$ cat config.mk
export PLATFORM = sky130hd
export DESIGN_NAME = pamfe_top
export DESIGN_NICKNAME = d
export VERILOG_FILES = /design/src/design/pamfe_pkg.sv /design/src/design/pamfe_regbus_if.sv /design/src/design/pamfe_axil_slave.sv /design/src/design/pamfe_alert_eval.sv /design/src/design/pamfe_top.sv
export SDC_FILE = /design/constraint.sdc
export NUM_CORES = 1
export LEC_CHECK = 0
export BUFFER_PORTS_ARGS = -buffer_cell sky130_fd_sc_hd__buf_2
export CAP_MARGIN = 20
export CORE_UTILIZATION = 55
export CTS_BUF_LIST = sky130_fd_sc_hd__clkbuf_4
export CTS_CLUSTER_DIAMETER = 50
export DETAILED_ROUTE_END_ITERATION = 8
export HOLD_SLACK_MARGIN = 0.12
export PLACE_DENSITY = 0.86
export SYNTH_ARGS = -nofsm -noshare
export SYNTH_HDL_FRONTEND = slang
export SYNTH_SLANG_ARGS = --single-unit
$ cat constraint.sdc
create_clock -name core_clk -period 9 [get_ports core_clk]
set_input_delay 1.35 -clock core_clk [delete_from_list [all_inputs] [get_ports core_clk]]
set_output_delay 1.35 -clock core_clk [all_outputs]
set_load 0.05 [all_outputs]
$ cat src/design/pamfe_pkg.sv
// Behaviour
// - safety mask B AND word B flags safety
// - safety mask C AND word C flags safety
// - fail mask A AND word A flags fail
// - fail mask B AND word B flags fail
// - fail mask C AND word C flags fail
// - fail mask D bit 0 AND word D bit 0 flags fail
// - fail enable A gates latching, defaults zero
// - fail enable B gates latching, defaults zero
// - fail enable C holds eight enables, default 0x07
// - enable C reads 1 enabled, 0 disabled
// - safety mask A AND word A flags safety
// - safety aggregate bit 12, fail aggregate bit 11
package pamfe_pkg;

   // ****************************************************************
   // bus and word geometry
   // ****************************************************************
   localparam int PAMFE_ADDR_W   = 8;
   localparam int PAMFE_DATA_W   = 32;
   localparam int PAMFE_WORD_W   = 8;
   localparam int PAMFE_N_WORDS  = 7;
   localparam int PAMFE_N_SAFETY = 3;
   localparam int PAMFE_N_ENABLE = 3;

   // ****************************************************************
   // register byte offsets
   // ****************************************************************
   localparam logic [7:0] OFF_SAFETY_MASK_A = 8'h00;
   localparam logic [7:0] OFF_SAFETY_MASK_B = 8'h04;
   localparam logic [7:0] OFF_SAFETY_MASK_C = 8'h08;
   localparam logic [7:0] OFF_FAIL_MASK_A   = 8'h0C;
   localparam logic [7:0] OFF_FAIL_MASK_B   = 8'h10;
   localparam logic [7:0] OFF_FAIL_MASK_C   = 8'h14;
   localparam logic [7:0] OFF_FAIL_MASK_D   = 8'h18;
   localparam logic [7:0] OFF_FAIL_ENABLE_A = 8'h1C;
   localparam logic [7:0] OFF_FAIL_ENABLE_B = 8'h20;
   localparam logic [7:0] OFF_FAIL_ENABLE_C = 8'h24;
   localparam logic [7:0] OFF_RAW_ALARM     = 8'h28;
   localparam logic [7:0] OFF_IRQ_STATUS    = 8'h2C;
   localparam logic [7:0] OFF_IRQ_MASK      = 8'h30;
   localparam logic [7:0] OFF_HIT_SUMMARY   = 8'h34;

   // ****************************************************************
   // register slots (order of the mask array, then enables)
   // ****************************************************************
   localparam logic [4:0] SLOT_ENABLE_BASE = 5'h07;
   localparam logic [4:0] SLOT_RAW_ALARM   = 5'h0A;
   localparam logic [4:0] SLOT_IRQ_STATUS  = 5'h0B;
   localparam logic [4:0] SLOT_IRQ_MASK    = 5'h0C;
   localparam logic [4:0] SLOT_HIT_SUMMARY = 5'h0D;
   localparam logic [4:0] SLOT_NONE        = 5'h1F;

   // ****************************************************************
   // reset values and implemented bit positions
   // ****************************************************************
   // order: safety A, B, C, fail A, B, C, D
   localparam logic [7:0] MASK_RST [PAMFE_N_WORDS] =
      '{8'hFC, 8'hF7, 8'hF4, 8'h5F, 8'h9F, 8'h00, 8'h00};
   localparam logic [7:0] MASK_VALID [PAMFE_N_WORDS] =
      '{8'hFC, 8'hF7, 8'hF4, 8'hDF, 8'h9F, 8'h78, 8'h01};
   // order: enable A, B, C
   localparam logic [7:0] ENABLE_RST [PAMFE_N_ENABLE] =
      '{8'h00, 8'h00, 8'h07};
   localparam logic [7:0] ENABLE_VALID [PAMFE_N_ENABLE] =
      '{8'hDF, 8'h9F, 8'hFF};

   // ****************************************************************
   // alarm and interrupt fields
   // ****************************************************************
   localparam int RAW_SAFETY_BIT = 12;
   localparam int RAW_FAIL_BIT   = 11;
   localparam int IRQ_SAFETY_BIT = 0;
   localparam int IRQ_FAIL_BIT   = 1;
   localparam int IRQ_W          = 2;
   localparam logic [IRQ_W-1:0] IRQ_STATUS_RST = 2'h0;
   localparam logic [IRQ_W-1:0] IRQ_MASK_RST   = 2'h0;

   localparam logic [1:0] RESP_OKAY   = 2'h0;
   localparam logic [1:0] RESP_SLVERR = 2'h2;

endpackage : pamfe_pkg

$ cat src/design/pamfe_regbus_if.sv
`timescale 1ns/1ns
`default_nettype none
interface pamfe_regbus_if #(
   parameter int ADDR_W = 8,
   parameter int DATA_W = 32
);
   logic              wr_en;
   logic [ADDR_W-1:0] wr_addr;
   logic [DATA_W-1:0] wr_data;
   logic [3:0]        wr_strb;
   logic              wr_ok;
   logic              rd_en;
   logic [ADDR_W-1:0] rd_addr;
   logic [DATA_W-1:0] rd_data;
   logic              rd_ok;

   modport bus (
      output wr_en, wr_addr, wr_data, wr_strb, rd_en, rd_addr,
      input  wr_ok, rd_data, rd_ok
   );
   modport regs (
      input  wr_en, wr_addr, wr_data, wr_strb, rd_en, rd_addr,
      output wr_ok, rd_data, rd_ok
   );
endinterface : pamfe_regbus_if
`default_nettype wire

$ cat src/design/pamfe_axil_slave.sv
`timescale 1ns/1ns
`default_nettype none
module pamfe_axil_slave
   import pamfe_pkg::*;
#(
   parameter int ADDR_W = PAMFE_ADDR_W,
   parameter int DATA_W = PAMFE_DATA_W
) (
   input  wire logic              core_clk,
   input  wire logic              rst,
   input  wire logic [ADDR_W-1:0] s_axi_awaddr,
   input  wire logic              s_axi_awvalid,
   output logic                   s_axi_awready,
   input  wire logic [DATA_W-1:0] s_axi_wdata,
   input  wire logic [3:0]        s_axi_wstrb,
   input  wire logic              s_axi_wvalid,
   output logic                   s_axi_wready,
   output logic [1:0]             s_axi_bresp,
   output logic                   s_axi_bvalid,
   input  wire logic              s_axi_bready,
   input  wire logic [ADDR_W-1:0] s_axi_araddr,
   input  wire logic              s_axi_arvalid,
   output logic                   s_axi_arready,
   output logic [DATA_W-1:0]      s_axi_rdata,
   output logic [1:0]             s_axi_rresp,
   output logic                   s_axi_rvalid,
   input  wire logic              s_axi_rready,
   pamfe_regbus_if.bus            rb
);

   // ****************************************************************
   // write path: address and data may arrive in either order
   // ****************************************************************
   logic              aw_held_r;
   logic              w_held_r;
   logic [ADDR_W-1:0] awaddr_r;
   logic [DATA_W-1:0] wdata_r;
   logic [3:0]        wstrb_r;

   // readies drop once a beat is held, so one write at a time
   assign s_axi_awready = !aw_held_r && !s_axi_bvalid;
   assign s_axi_wready  = !w_held_r && !s_axi_bvalid;

   assign rb.wr_en   = aw_held_r && w_held_r && !s_axi_bvalid;
   assign rb.wr_addr = awaddr_r;
   assign rb.wr_data = wdata_r;
   assign rb.wr_strb = wstrb_r;

   always_ff @(posedge core_clk or posedge rst) begin
      if (rst) begin
         aw_held_r <= 1'b0;
         awaddr_r  <= '0;
      end else if (s_axi_awvalid && s_axi_awready) begin
         aw_held_r <= 1'b1;
         awaddr_r  <= s_axi_awaddr;
      end else if (rb.wr_en) begin
         aw_held_r <= 1'b0;
      end
   end

   always_ff @(posedge core_clk or posedge rst) begin
      if (rst) begin
         w_held_r <= 1'b0;
         wdata_r  <= '0;
         wstrb_r  <= 4'h0;
      end else if (s_axi_wvalid && s_axi_wready) begin
         w_held_r <= 1'b1;
         wdata_r  <= s_axi_wdata;
         wstrb_r  <= s_axi_wstrb;
      end else if (rb.wr_en) begin
         w_held_r <= 1'b0;
      end
   end

   always_ff @(posedge core_clk or posedge rst) begin
      if (rst) begin
         s_axi_bvalid <= 1'b0;
         s_axi_bresp  <= RESP_OKAY;
      end else if (rb.wr_en) begin
         s_axi_bvalid <= 1'b1;
         s_axi_bresp  <= rb.wr_ok ? RESP_OKAY : RESP_SLVERR;
      end else if (s_axi_bready) begin
         s_axi_bvalid <= 1'b0;
      end
   end

   // ****************************************************************
   // read path: data captured at the address handshake
   // ****************************************************************
   assign s_axi_arready = !s_axi_rvalid;
   assign rb.rd_en      = s_axi_arvalid && s_axi_arready;
   assign rb.rd_addr    = s_axi_araddr;

   always_ff @(posedge core_clk or posedge rst) begin
      if (rst) begin
         s_axi_rvalid <= 1'b0;
         s_axi_rdata  <= '0;
         s_axi_rresp  <= RESP_OKAY;
      end else if (rb.rd_en) begin
         s_axi_rvalid <= 1'b1;
         s_axi_rdata  <= rb.rd_data;
         s_axi_rresp  <= rb.rd_ok ? RESP_OKAY : RESP_SLVERR;
      end else if (s_axi_rready) begin
         s_axi_rvalid <= 1'b0;
      end
   end

endmodule : pamfe_axil_slave
`default_nettype wire

$ cat src/design/pamfe_alert_eval.sv
`timescale 1ns/1ns
`default_nettype none
module pamfe_alert_eval
   import pamfe_pkg::*;
#(
   parameter int N_WORDS  = PAMFE_N_WORDS,
   parameter int N_SAFETY = PAMFE_N_SAFETY,
   parameter int WORD_W   = PAMFE_WORD_W
) (
   input  wire logic              core_clk,
   input  wire logic              rst,
   input  wire logic [WORD_W-1:0] mask_words  [N_WORDS],
   input  wire logic [WORD_W-1:0] alert_words [N_WORDS],
   output logic                   safety_agg,
   output logic                   fail_agg,
   output logic [N_WORDS-1:0]     hit_words
);

   // ****************************************************************
   // per-word AND reduction
   // ****************************************************************
   logic [N_WORDS-1:0] hit;

   genvar i;
   generate
      for (i = 0; i < N_WORDS; i++) begin : g_word
         // implemented positions only, whatever the stored mask holds
         assign hit[i] = |(mask_words[i] & alert_words[i]
                           & MASK_VALID[i]);
      end
   endgenerate

   // ****************************************************************
   // registered aggregates, refreshed every cycle
   // ****************************************************************
   always_ff @(posedge core_clk or posedge rst) begin
      if (rst) begin
         safety_agg <= 1'b0;
         fail_agg   <= 1'b0;
         hit_words  <= '0;
      end else begin
         safety_agg <= |hit[N_SAFETY-1:0];
         fail_agg   <= |hit[N_WORDS-1:N_SAFETY];
         hit_words  <= hit;
      end
   end

endmodule : pamfe_alert_eval
`default_nettype wire

$ cat src/design/pamfe_top.sv
// Decided for this implementation: the address map and register access over AXI4-Lite.
`timescale 1ns/1ns
`default_nettype none
module pamfe_top
   import pamfe_pkg::*;
#(
   parameter int ADDR_W = PAMFE_ADDR_W
) (
   input  wire logic                    core_clk,
   input  wire logic                    rst,
   // register bus
   input  wire logic [ADDR_W-1:0]       s_axi_awaddr,
   input  wire logic                    s_axi_awvalid,
   output logic                         s_axi_awready,
   input  wire logic [PAMFE_DATA_W-1:0] s_axi_wdata,
   input  wire logic [3:0]              s_axi_wstrb,
   input  wire logic                    s_axi_wvalid,
   output logic                         s_axi_wready,
   output logic [1:0]                   s_axi_bresp,
   output logic                         s_axi_bvalid,
   input  wire logic                    s_axi_bready,
   input  wire logic [ADDR_W-1:0]       s_axi_araddr,
   input  wire logic                    s_axi_arvalid,
   output logic                         s_axi_arready,
   output logic [PAMFE_DATA_W-1:0]      s_axi_rdata,
   output logic [1:0]                   s_axi_rresp,
   output logic                         s_axi_rvalid,
   input  wire logic                    s_axi_rready,
   // alert words from the detection logic, same clock
   input  wire logic [7:0]              safety_alert_word_a,
   input  wire logic [7:0]              safety_alert_word_b,
   input  wire logic [7:0]              safety_alert_word_c,
   input  wire logic [7:0]              fail_alert_word_a,
   input  wire logic [7:0]              fail_alert_word_b,
   input  wire logic [7:0]              fail_alert_word_c,
   input  wire logic [7:0]              fail_alert_word_d,
   // results
   output logic                         masked_safety_alert_flag,
   output logic                         masked_fail_alert_flag,
   output logic [15:0]                  raw_alarm_flags,
   output logic [7:0]                   perm_fail_enable_a,
   output logic [7:0]                   perm_fail_enable_b,
   output logic [7:0]                   perm_fail_enable_c,
   output logic                         irq
);

   // ****************************************************************
   // address decode
   // ****************************************************************
   function automatic logic [4:0] reg_slot(input logic [ADDR_W-1:0] a);
      logic [7:0] a8;
      a8 = 8'(a);
      unique case (a8)
         OFF_SAFETY_MASK_A: reg_slot = 5'h00;
         OFF_SAFETY_MASK_B: reg_slot = 5'h01;
         OFF_SAFETY_MASK_C: reg_slot = 5'h02;
         OFF_FAIL_MASK_A:   reg_slot = 5'h03;
         OFF_FAIL_MASK_B:   reg_slot = 5'h04;
         OFF_FAIL_MASK_C:   reg_slot = 5'h05;
         OFF_FAIL_MASK_D:   reg_slot = 5'h06;
         OFF_FAIL_ENABLE_A: reg_slot = SLOT_ENABLE_BASE;
         OFF_FAIL_ENABLE_B: reg_slot = 5'(SLOT_ENABLE_BASE + 5'h01);
         OFF_FAIL_ENABLE_C: reg_slot = 5'(SLOT_ENABLE_BASE + 5'h02);
         OFF_RAW_ALARM:     reg_slot = SLOT_RAW_ALARM;
         OFF_IRQ_STATUS:    reg_slot = SLOT_IRQ_STATUS;
         OFF_IRQ_MASK:      reg_slot = SLOT_IRQ_MASK;
         OFF_HIT_SUMMARY:   reg_slot = SLOT_HIT_SUMMARY;
         default:           reg_slot = SLOT_NONE;
      endcase
   endfunction : reg_slot

   // ****************************************************************
   // bus slave
   // ****************************************************************
   pamfe_regbus_if #(.ADDR_W(ADDR_W), .DATA_W(PAMFE_DATA_W)) rb ();

   pamfe_axil_slave #(
      .ADDR_W (ADDR_W),
      .DATA_W (PAMFE_DATA_W)
   ) u_slave (
      .core_clk      (core_clk),
      .rst           (rst),
      .s_axi_awaddr  (s_axi_awaddr),
      .s_axi_awvalid (s_axi_awvalid),
      .s_axi_awready (s_axi_awready),
      .s_axi_wdata   (s_axi_wdata),
      .s_axi_wstrb   (s_axi_wstrb),
      .s_axi_wvalid  (s_axi_wvalid),
      .s_axi_wready  (s_axi_wready),
      .s_axi_bresp   (s_axi_bresp),
      .s_axi_bvalid  (s_axi_bvalid),
      .s_axi_bready  (s_axi_bready),
      .s_axi_araddr  (s_axi_araddr),
      .s_axi_arvalid (s_axi_arvalid),
      .s_axi_arready (s_axi_arready),
      .s_axi_rdata   (s_axi_rdata),
      .s_axi_rresp   (s_axi_rresp),
      .s_axi_rvalid  (s_axi_rvalid),
      .s_axi_rready  (s_axi_rready),
      .rb            (rb.bus)
   );

   logic [4:0] wr_slot;
   logic       wr_byte;
   logic [7:0] wr_byte_data;

   assign wr_slot      = reg_slot(rb.wr_addr);
   // registers live in byte lane 0; upper lanes are ignored
   assign wr_byte      = rb.wr_en && rb.wr_strb[0];
   assign wr_byte_data = rb.wr_data[7:0];
   assign rb.wr_ok     = (wr_slot != SLOT_NONE);

   // ****************************************************************
   // alert masks
   // ****************************************************************
   logic [7:0] mask_r  [PAMFE_N_WORDS];
   logic [7:0] alert_w [PAMFE_N_WORDS];

   genvar i;
   generate
      for (i = 0; i < PAMFE_N_WORDS; i++) begin : g_mask
         always_ff @(posedge core_clk or posedge rst) begin
            if (rst) begin
               mask_r[i] <= MASK_RST[i];
            end else if (wr_byte && wr_slot == 5'(i)) begin
               // reserved positions store and read as zero
               mask_r[i] <= wr_byte_data & MASK_VALID[i];
            end
         end
      end
   endgenerate

   always_comb begin
      alert_w[0] = safety_alert_word_a;
      alert_w[1] = safety_alert_word_b;
      alert_w[2] = safety_alert_word_c;
      alert_w[3] = fail_alert_word_a;
      alert_w[4] = fail_alert_word_b;
      alert_w[5] = fail_alert_word_c;
      alert_w[6] = fail_alert_word_d;
   end

   // ****************************************************************
   // fail enables
   // ****************************************************************
   logic [7:0] enable_r [PAMFE_N_ENABLE];

   generate
      for (i = 0; i < PAMFE_N_ENABLE; i++) begin : g_enable
         always_ff @(posedge core_clk or posedge rst) begin
            if (rst) begin
               enable_r[i] <= ENABLE_RST[i];
            end else if (wr_byte && wr_slot == 5'(SLOT_ENABLE_BASE + 5'(i))) begin
               enable_r[i] <= wr_byte_data & ENABLE_VALID[i];
            end
         end
      end
   endgenerate

   // 1 enables a source, 0 disables it
   assign perm_fail_enable_a = enable_r[0];
   assign perm_fail_enable_b = enable_r[1];
   assign perm_fail_enable_c = enable_r[2];

   // ****************************************************************
   // aggregate evaluation
   // ****************************************************************
   logic [PAMFE_N_WORDS-1:0] hit_words;

   pamfe_alert_eval #(
      .N_WORDS  (PAMFE_N_WORDS),
      .N_SAFETY (PAMFE_N_SAFETY),
      .WORD_W   (PAMFE_WORD_W)
   ) u_eval (
      .core_clk    (core_clk),
      .rst         (rst),
      .mask_words  (mask_r),
      .alert_words (alert_w),
      .safety_agg  (masked_safety_alert_flag),
      .fail_agg    (masked_fail_alert_flag),
      .hit_words   (hit_words)
   );

   always_comb begin
      raw_alarm_flags                 = 16'h0000;
      raw_alarm_flags[RAW_SAFETY_BIT] = masked_safety_alert_flag;
      raw_alarm_flags[RAW_FAIL_BIT]   = masked_fail_alert_flag;
   end

   // ****************************************************************
   // interrupt status and mask
   // ****************************************************************
   logic [IRQ_W-1:0] irq_status_r;
   logic [IRQ_W-1:0] irq_mask_r;
   logic [IRQ_W-1:0] irq_event;
   logic [IRQ_W-1:0] irq_clear;
   logic [IRQ_W-1:0] irq_status_nxt;

   always_comb begin
      irq_event                 = '0;
      irq_event[IRQ_SAFETY_BIT] = masked_safety_alert_flag;
      irq_event[IRQ_FAIL_BIT]   = masked_fail_alert_flag;
      irq_clear = (wr_byte && wr_slot == SLOT_IRQ_STATUS) ?
                  wr_byte_data[IRQ_W-1:0] : '0;
      // a set in the clearing cycle wins
      irq_status_nxt = (irq_status_r & ~irq_clear) | irq_event;
   end

   always_ff @(posedge core_clk or posedge rst) begin
      if (rst) begin
         irq_status_r <= IRQ_STATUS_RST;
      end else begin
         irq_status_r <= irq_status_nxt;
      end
   end

   always_ff @(posedge core_clk or posedge rst) begin
      if (rst) begin
         irq_mask_r <= IRQ_MASK_RST;
      end else if (wr_byte && wr_slot == SLOT_IRQ_MASK) begin
         irq_mask_r <= wr_byte_data[IRQ_W-1:0];
      end
   end

   // registered output, one cycle behind the status bits
   always_ff @(posedge core_clk or posedge rst) begin
      if (rst) begin
         irq <= 1'b0;
      end else begin
         irq <= |(irq_status_r & irq_mask_r);
      end
   end

   // ****************************************************************
   // read mux
   // ****************************************************************
   logic [4:0] rd_slot;

   assign rd_slot  = reg_slot(rb.rd_addr);
   assign rb.rd_ok = (rd_slot != SLOT_NONE);

   always_comb begin
      rb.rd_data = '0;
      if (rd_slot < SLOT_ENABLE_BASE) begin
         rb.rd_data[7:0] = mask_r[3'(rd_slot)];
      end else if (rd_slot < SLOT_RAW_ALARM) begin
         rb.rd_data[7:0] = enable_r[2'(rd_slot - SLOT_ENABLE_BASE)];
      end else if (rd_slot == SLOT_RAW_ALARM) begin
         rb.rd_data[15:0] = raw_alarm_flags;
      end else if (rd_slot == SLOT_IRQ_STATUS) begin
         rb.rd_data[IRQ_W-1:0] = irq_status_r;
      end else if (rd_slot == SLOT_IRQ_MASK) begin
         rb.rd_data[IRQ_W-1:0] = irq_mask_r;
      end else if (rd_slot == SLOT_HIT_SUMMARY) begin
         rb.rd_data[PAMFE_N_WORDS-1:0] = hit_words;
      end
   end

endmodule : pamfe_top
`default_nettype wire

==> run summary, run 1 <==
==================================================================================
CTS max path bufs                                                                2
Vias                                                                          3896
Worst endpoint data arrival time                                           4180 ps
Time the worst path needs with I/O delays and setup                        3840 ps
H-tree lvl count                                                                 3
Area of the die                                                          10100 um2
Number of global-route vias before repair                                     3794
Most common cell in the netlist                                             mux2_2
Async set-reset flop share out of synthesis                                   100%
Crit end category                                                             flop
Detail Placement HPWL                                                      9610 um
IO buf count                                                                   110
Row Count                                                                       35
Routability-driven placement congestion ratio                                0.885
Number of top-level pins                                                       199
Area contributors post-synth                                          dfrtp_1 33%, mux2_2 18%, dfstp_2 16%
Post-synthesis average cell area                                          11.9 um2
Per-cell routed wire length                                                18.8 um
Area overhead of the layout relative to synthesis                            12.1%
CORE AREA                                                                 9280 um2
Startpoint type of the worst setup path                                 input port
Share of final-layout standard cells stronger than drive strength 1          47.3%
Top fanout value on the critical path                                           22
Die span in x                                                               100 um
Largest net degree at the start of global routing                               80
Number of clock buffers inserted by TritonCTS                                    9
Worst Tran Pin Value                                                        945 ps
Leading post-synthesis cells by instance count                        84 x mux2_2, 71 x dfrtp_1, 43 x buf_4, 33 x dfstp_2, 26 x nand2_1
Post-route fraction of the period consumed by the critical path              42.7%
Category of the critical setup timing path                               in -> reg
Required arrival time at the worst endpoint                                9340 ps
Total wire length after detailed routing                                  12800 um
Outcome                                                                  completed
Setup clock skew after layout                                              19.7 ps
Count of max-cap constraint violations                                           0
# diodes                                                                         0
Count of state elements after synthesis                                        104
Setup-failing EPs final                                                          0
Routed vias/inst                                                              5.72
Synthesized instance count                                                     446
Post-detailed-route DRC marker count                                             0
RSZ-0062 raised after global routing                                         false
Library cell occupying the most area in the post-synthesis netlist         dfrtp_1
Min Hold Slack                                                              489 ps
Clock root buffer                                                         clkbuf_4
Post-cts resize count                                                            0
Die height                                                                  100 um
All-Layer GR Usage                                                           27.0%
Normalized max-slew margin                                                   37.0%
Number of hold buffers added after CTS                                           0
Dominant register cell in the synthesized netlist                          dfrtp_1
Clock Latency Late Sink                                                     460 ps
Setup tns final                                                               0 ps
Starting density of the core                                                 57.2%
Endpoints failing hold                                                           0
Drt first pass iters                                                             5
Number of enable-type register cells in the synthesized netlist                  0
TritonCTS clock tree                                                         built
Antenna violation net count after detailed routing                               0
Buffers inserted by post-CTS timing repair                                       0
Detailed Route Iter0 Violations                                                261
Clock sink count                                                               104
Worst reg2reg setup slack                                                  6670 ps
Reg clk slew, reported paths                                                150 ps
Worst hold path class                                                   reg -> reg
Synth warnings                                                                   0
Global-route wire length before repair                                    20300 um
Number of antenna violations at the first check in global routing                0
Worst vdd ir                                                            0.000177 V
Residual overflow from global routing                                            0
Sequential area share after synthesis                                        49.8%
Pleak                                                                      2.86 nW
Synth top area share                                                         33.5%
Post-layout net count                                                          666
Unique masters post-synth                                                       58
Total power divided by cell area                                        245 nW/um2
Cell area after synthesis                                                 5310 um2
Slew Limit Fails                                                                 0
Highest Clock Rate                                                         260 MHz
==================================================================================
-- final timing paths --
kind	start	endpoint	cells after the start
setup / recovery	s_axi_araddr[4]	u_slave.s_axi_rdata[6]	9
hold / removal	u_slave.s_axi_rdata[11]	u_slave.s_axi_rdata[11]	2
setup reg to reg	u_slave.s_axi_bvalid	perm_fail_enable_b[1]	5
hold reg to reg	u_slave.s_axi_rdata[11]	u_slave.s_axi_rdata[11]	2
max in group asynchronous	rst	mask_r[14]	3
min in group asynchronous	rst	u_slave.s_axi_rdata[3]	2
-- metrics by stage --
step	setup slack (ps)	utilization [%]	area (um2)	std cells	power [mW]
2_1_floorplan	4970	-	5460	486	1.06
3_3_place_gp	4750	62.4	5790	665	1.17
3_5_place_dp	4720	62.4	5790	665	1.19
4_1_cts	5220	64.1	5950	681	1.46
5_1_grt	5030	64.1	5950	681	1.53
6_report	5160	64.1	5950	681	1.46
-- worst max-delay path, stage by stage --
cell and delay [ps]:
buf_2 230, a31oi_1 730, nand2_1 390, ha_1 510, mux2_2 370, and4_1 200, a21oi_1 160, o32a_1 160
o21ai_0 70
-- report_power, final --
part	internal [mW]	total (mW)	leakage, nW	switching, mW
sequential	0.593	0.751	1.26	0.158
combinational	0.158	0.436	1.52	0.278
clock	0.120	0.272	0.0875	0.152
-- routing by layer --
layer / up-vias / share of wire, % / routed length, um / track usage, %
li1: 1746 / - / - / -
met1: 1936 / 40 / 5180 / 34.9
met2: 183 / 50 / 6440 / 45.0
met3: 31 / 6.8 / 866 / 5.01
met4: 0 / 2.6 / 331 / 10.9
met5: - / 0 / 0 / 0
-- flip-flops by register name (all words and copies together) (netlist names), 2 cells and up --
signal	flops
perm_fail_enable_a	7
irq_mask_r	2
mask_r	36
u_slave.rb.wr_data	8
u_eval.hit_words	7
irq_status_r	2
perm_fail_enable_c	8
u_slave.rb.wr_addr	8
u_slave.s_axi_rdata	10
perm_fail_enable_b	6
-- cell usage in the layout (no fill, tap or decap), types with 3 or more instances in the layout --
cell type / instances
nor2_1: 19
a21o_1: 3
dfstp_2: 33
mux2_2: 84
nand2b_1: 7
a221oi_1: 4
clkbuf_4: 11
mux2i_1: 6
inv_1: 5
nor2b_1: 5
ha_1: 4
nand2_1: 26
nand3_1: 14
and2_1: 3
dfrtp_1: 71
conb_1: 41
a21oi_1: 6
and3_1: 3
o21ai_0: 13
buf_2: 110
a31oi_1: 8
nand4_1: 3
a222oi_1: 4
nor3_1: 6
a22o_1: 3
a22oi_1: 15
-- kinds of logic (layout without fill, tap and decap cells) --
group	Yosys count	in the layout	share of synthesized area [%]
multiplexers	92	92	19.8
buffers and inverters	67	133	7.82
flip-flops	104	104	49.8
AND/OR/NAND/NOR	111	111	12.5
AO/OA/AOI/OAI	67	67	9.12
other	1	41	0.0706
adder cells (fa/ha/maj)	4	4	0.943
-- area by class of cell --
| class | count | area [um2] |
|---|---|---|
| Clock buffer | 11 | 82.6 |
| Clock inverter | 5 | 81.3 |
| Fill cell | 741 | 3330 |
| Inverter | 6 | 25.0 |
| Multi-Input combinational cell | 315 | 2400 |
| Sequential cell | 104 | 2640 |
| Tap cell | 129 | 161 |
| Timing Repair Buffer | 111 | 558 |
Note: power is estimated with default switching activity, not from simulation.
==> inputs of run 2 (changes only) <==
- CORE_UTILIZATION: 55 -> 46
- PLACE_DENSITY: 0.86 -> 0.76
- clock period: 9 -> 3.1 ns (I/O delays scaled with it)
==> run summary, run 2 (synthesis gave the netlist of run 1 again) <==
==================================================================================
Number of clock buffers inserted by TritonCTS                                    9
End of the worst register-to-register path                            perm_fail_enable_b[2]
Share of final-layout standard cells stronger than drive strength 1          48.1%
Crit end category                                                             flop
Worst endpoint data arrival time                                           2730 ps
Detailed Route Iter0 Violations                                                249
Delay of the slowest cell on the worst path                                 450 ps
Overall Power                                                              4.13 mW
Number of top-level pins                                                       199
Levels on crit path                                                              5
Per-cell routed wire length                                                18.6 um
Reg clk slew, reported paths                                                180 ps
Time the worst path needs with I/O delays and setup                        2370 ps
Total wire length after detailed routing                                  13100 um
Cell class contributing the biggest share of worst-path delay         simple AND/OR/NAND/NOR gates
Top fanout value on the critical path                                            6
Setup-failing EPs final                                                          0
Residual overflow from global routing                                            0
Detail Placement HPWL                                                      9990 um
Starting density of the core                                                 48.1%
Outcome                                                                  completed
Routability-driven placement congestion ratio                                0.902
Global-route wire length before repair                                    20300 um
Top library cells by usage in the layout, fill and taps aside         110 x buf_2, 84 x mux2_2, 71 x dfrtp_1
Register containing the most flip-flops in the final layout                 mask_r
Number of cells on the worst reg-to-reg path                                     5
Highest-delay cell along the critical path                                 dfrtp_1
RSZ-0062 raised after global routing                                         false
Max reg flops                                                                   36
Worst setup timing slack at the placement stage                             301 ps
Area of the die                                                          12000 um2
All-Layer GR Usage                                                           23.3%
Slack of the critical path                                                  732 ps
Post-route fraction of the period consumed by the critical path              76.4%
Normalized max-slew margin                                                   42.7%
Category of the critical setup timing path                              reg -> reg
H-tree lvl count                                                                 3
Most common cell after layout, fill and taps aside                           buf_2
Post-Route Utilization                                                       54.7%
Highest Clock Rate                                                         422 MHz
Largest net degree at the start of global routing                               72
Critical path capture point                                           perm_fail_enable_b[2]
Worst Tran Pin Value                                                        858 ps
Drt first pass iters                                                             4
IO buf count                                                                   110
Area overhead of the layout relative to synthesis                            13.5%
Worst vdd ir                                                            0.000398 V
Antenna violation net count after detailed routing                               0
Launch point of the worst path                                        u_slave.rb.wr_addr[7]
Slew Limit Fails                                                                 0
Endpoints failing hold                                                           0
Die height                                                                  109 um
Clock Latency Late Sink                                                     470 ps
Number of antenna violations at the first check in global routing                0
Clock root buffer                                                         clkbuf_4
CTS max path bufs                                                                2
Routed vias/inst                                                              5.49
TritonCTS clock tree                                                         built
Post-detailed-route DRC marker count                                             0
Startpoint of the lowest-slack register-to-register path              u_slave.rb.wr_addr[7]
Min Hold Slack                                                              146 ps
Die span in x                                                               109 um
Startpoint type of the worst setup path                                       flop
Count of max-cap constraint violations                                           0
Total power divided by cell area                                        684 nW/um2
# diodes                                                                         0
Worst hold path class                                                    in -> reg
Largest regs                                                          mask_r x36, u_slave.s_axi_rdata x10
Clock sink count                                                               104
Row Count                                                                       38
Post-layout net count                                                          677
Worst reg2reg setup slack                                                   730 ps
CORE AREA                                                                11000 um2
Ordered cell list for the critical path                               nor4_4 -> nand3_2 -> or3_4 -> nor3b_4 -> mux2_2
Buf+Inv Stages, Crit Path                                                        0
Pleak                                                                      2.91 nW
Number of global-route vias before repair                                     3730
Vias                                                                          3858
Setup tns final                                                               0 ps
Setup clock skew after layout                                              22.9 ps
Required arrival time at the worst endpoint                                3460 ps
==================================================================================
-- run 2: cell count changes in the layout (fill, tap and decap cells not counted) --
cell / change
dlygate4sd3_1: +1
clkinv_4: +2
clkbuf_4: -1
inv_8: +1
clkinv_2: -1
inv_6: +1
buf_4: +9
buf_12: +1
bufinv_16: -2
-- run 2: what timing repair did --
item | 4_1_cts | 5_1_grt
hold buffers | 1 | 0
setup buffers | 0 | 0
hold endpoints to repair | 14 | 0
resized for setup | 0 | 0
-- run 2: per-layer routing --
layer / share of wire, % / up-vias / track usage, %
li1: - / 1773 / -
met1: 44 / 1902 / 30.7
met2: 48 / 158 / 38.8
met3: 5.5 / 25 / 4.21
met4: 2.3 / 0 / 7.71
met5: 0 / - / 0
-- run 2: per-stage QoR --
step / instance area [um2] / std cells
after global routing: 6030 / 703
after global placement: 5890 / 686
final: 6030 / 703
after detailed placement: 5890 / 686
after CTS: 6030 / 703
after floorplan: 5460 / 486
-- run 2: where the power goes --
part	internal, mW	total (mW)	switching, mW
registers	1.72	2.19	0.470
logic	0.464	1.27	0.804
clock network	0.190	0.665	0.475
total	2.38	4.13	1.75
-- run 2: layout make-up --
type,instances,area (um2)
fillers,974,5000
flip-flops and latches,104,2640
multi-input cells,315,2400
repair buffers,122,656
well taps,140,175
clock buffers,10,75.1
clock inverters,6,52.6
inverters,6,26.3
-- run 2: worst min-delay path by stage --
| stage | start | to | slack (ps) | depth (start not counted) |
|---|---|---|---|---|
| after CTS | s_axi_bready | u_slave.s_axi_bvalid | 130 | 2 |
| after global routing | s_axi_bready | u_slave.s_axi_bvalid | 130 | 2 |
| after detailed placement | u_slave.s_axi_rdata[12] | u_slave.s_axi_rdata[12] | 450 | 2 |
| final | s_axi_bready | u_slave.s_axi_bvalid | 150 | 2 |
| after floorplan | irq_status_r[0] | irq_status_r[0] | 470 | 1 |
| after global placement | u_slave.s_axi_rdata[11] | u_slave.s_axi_rdata[11] | 450 | 2 |
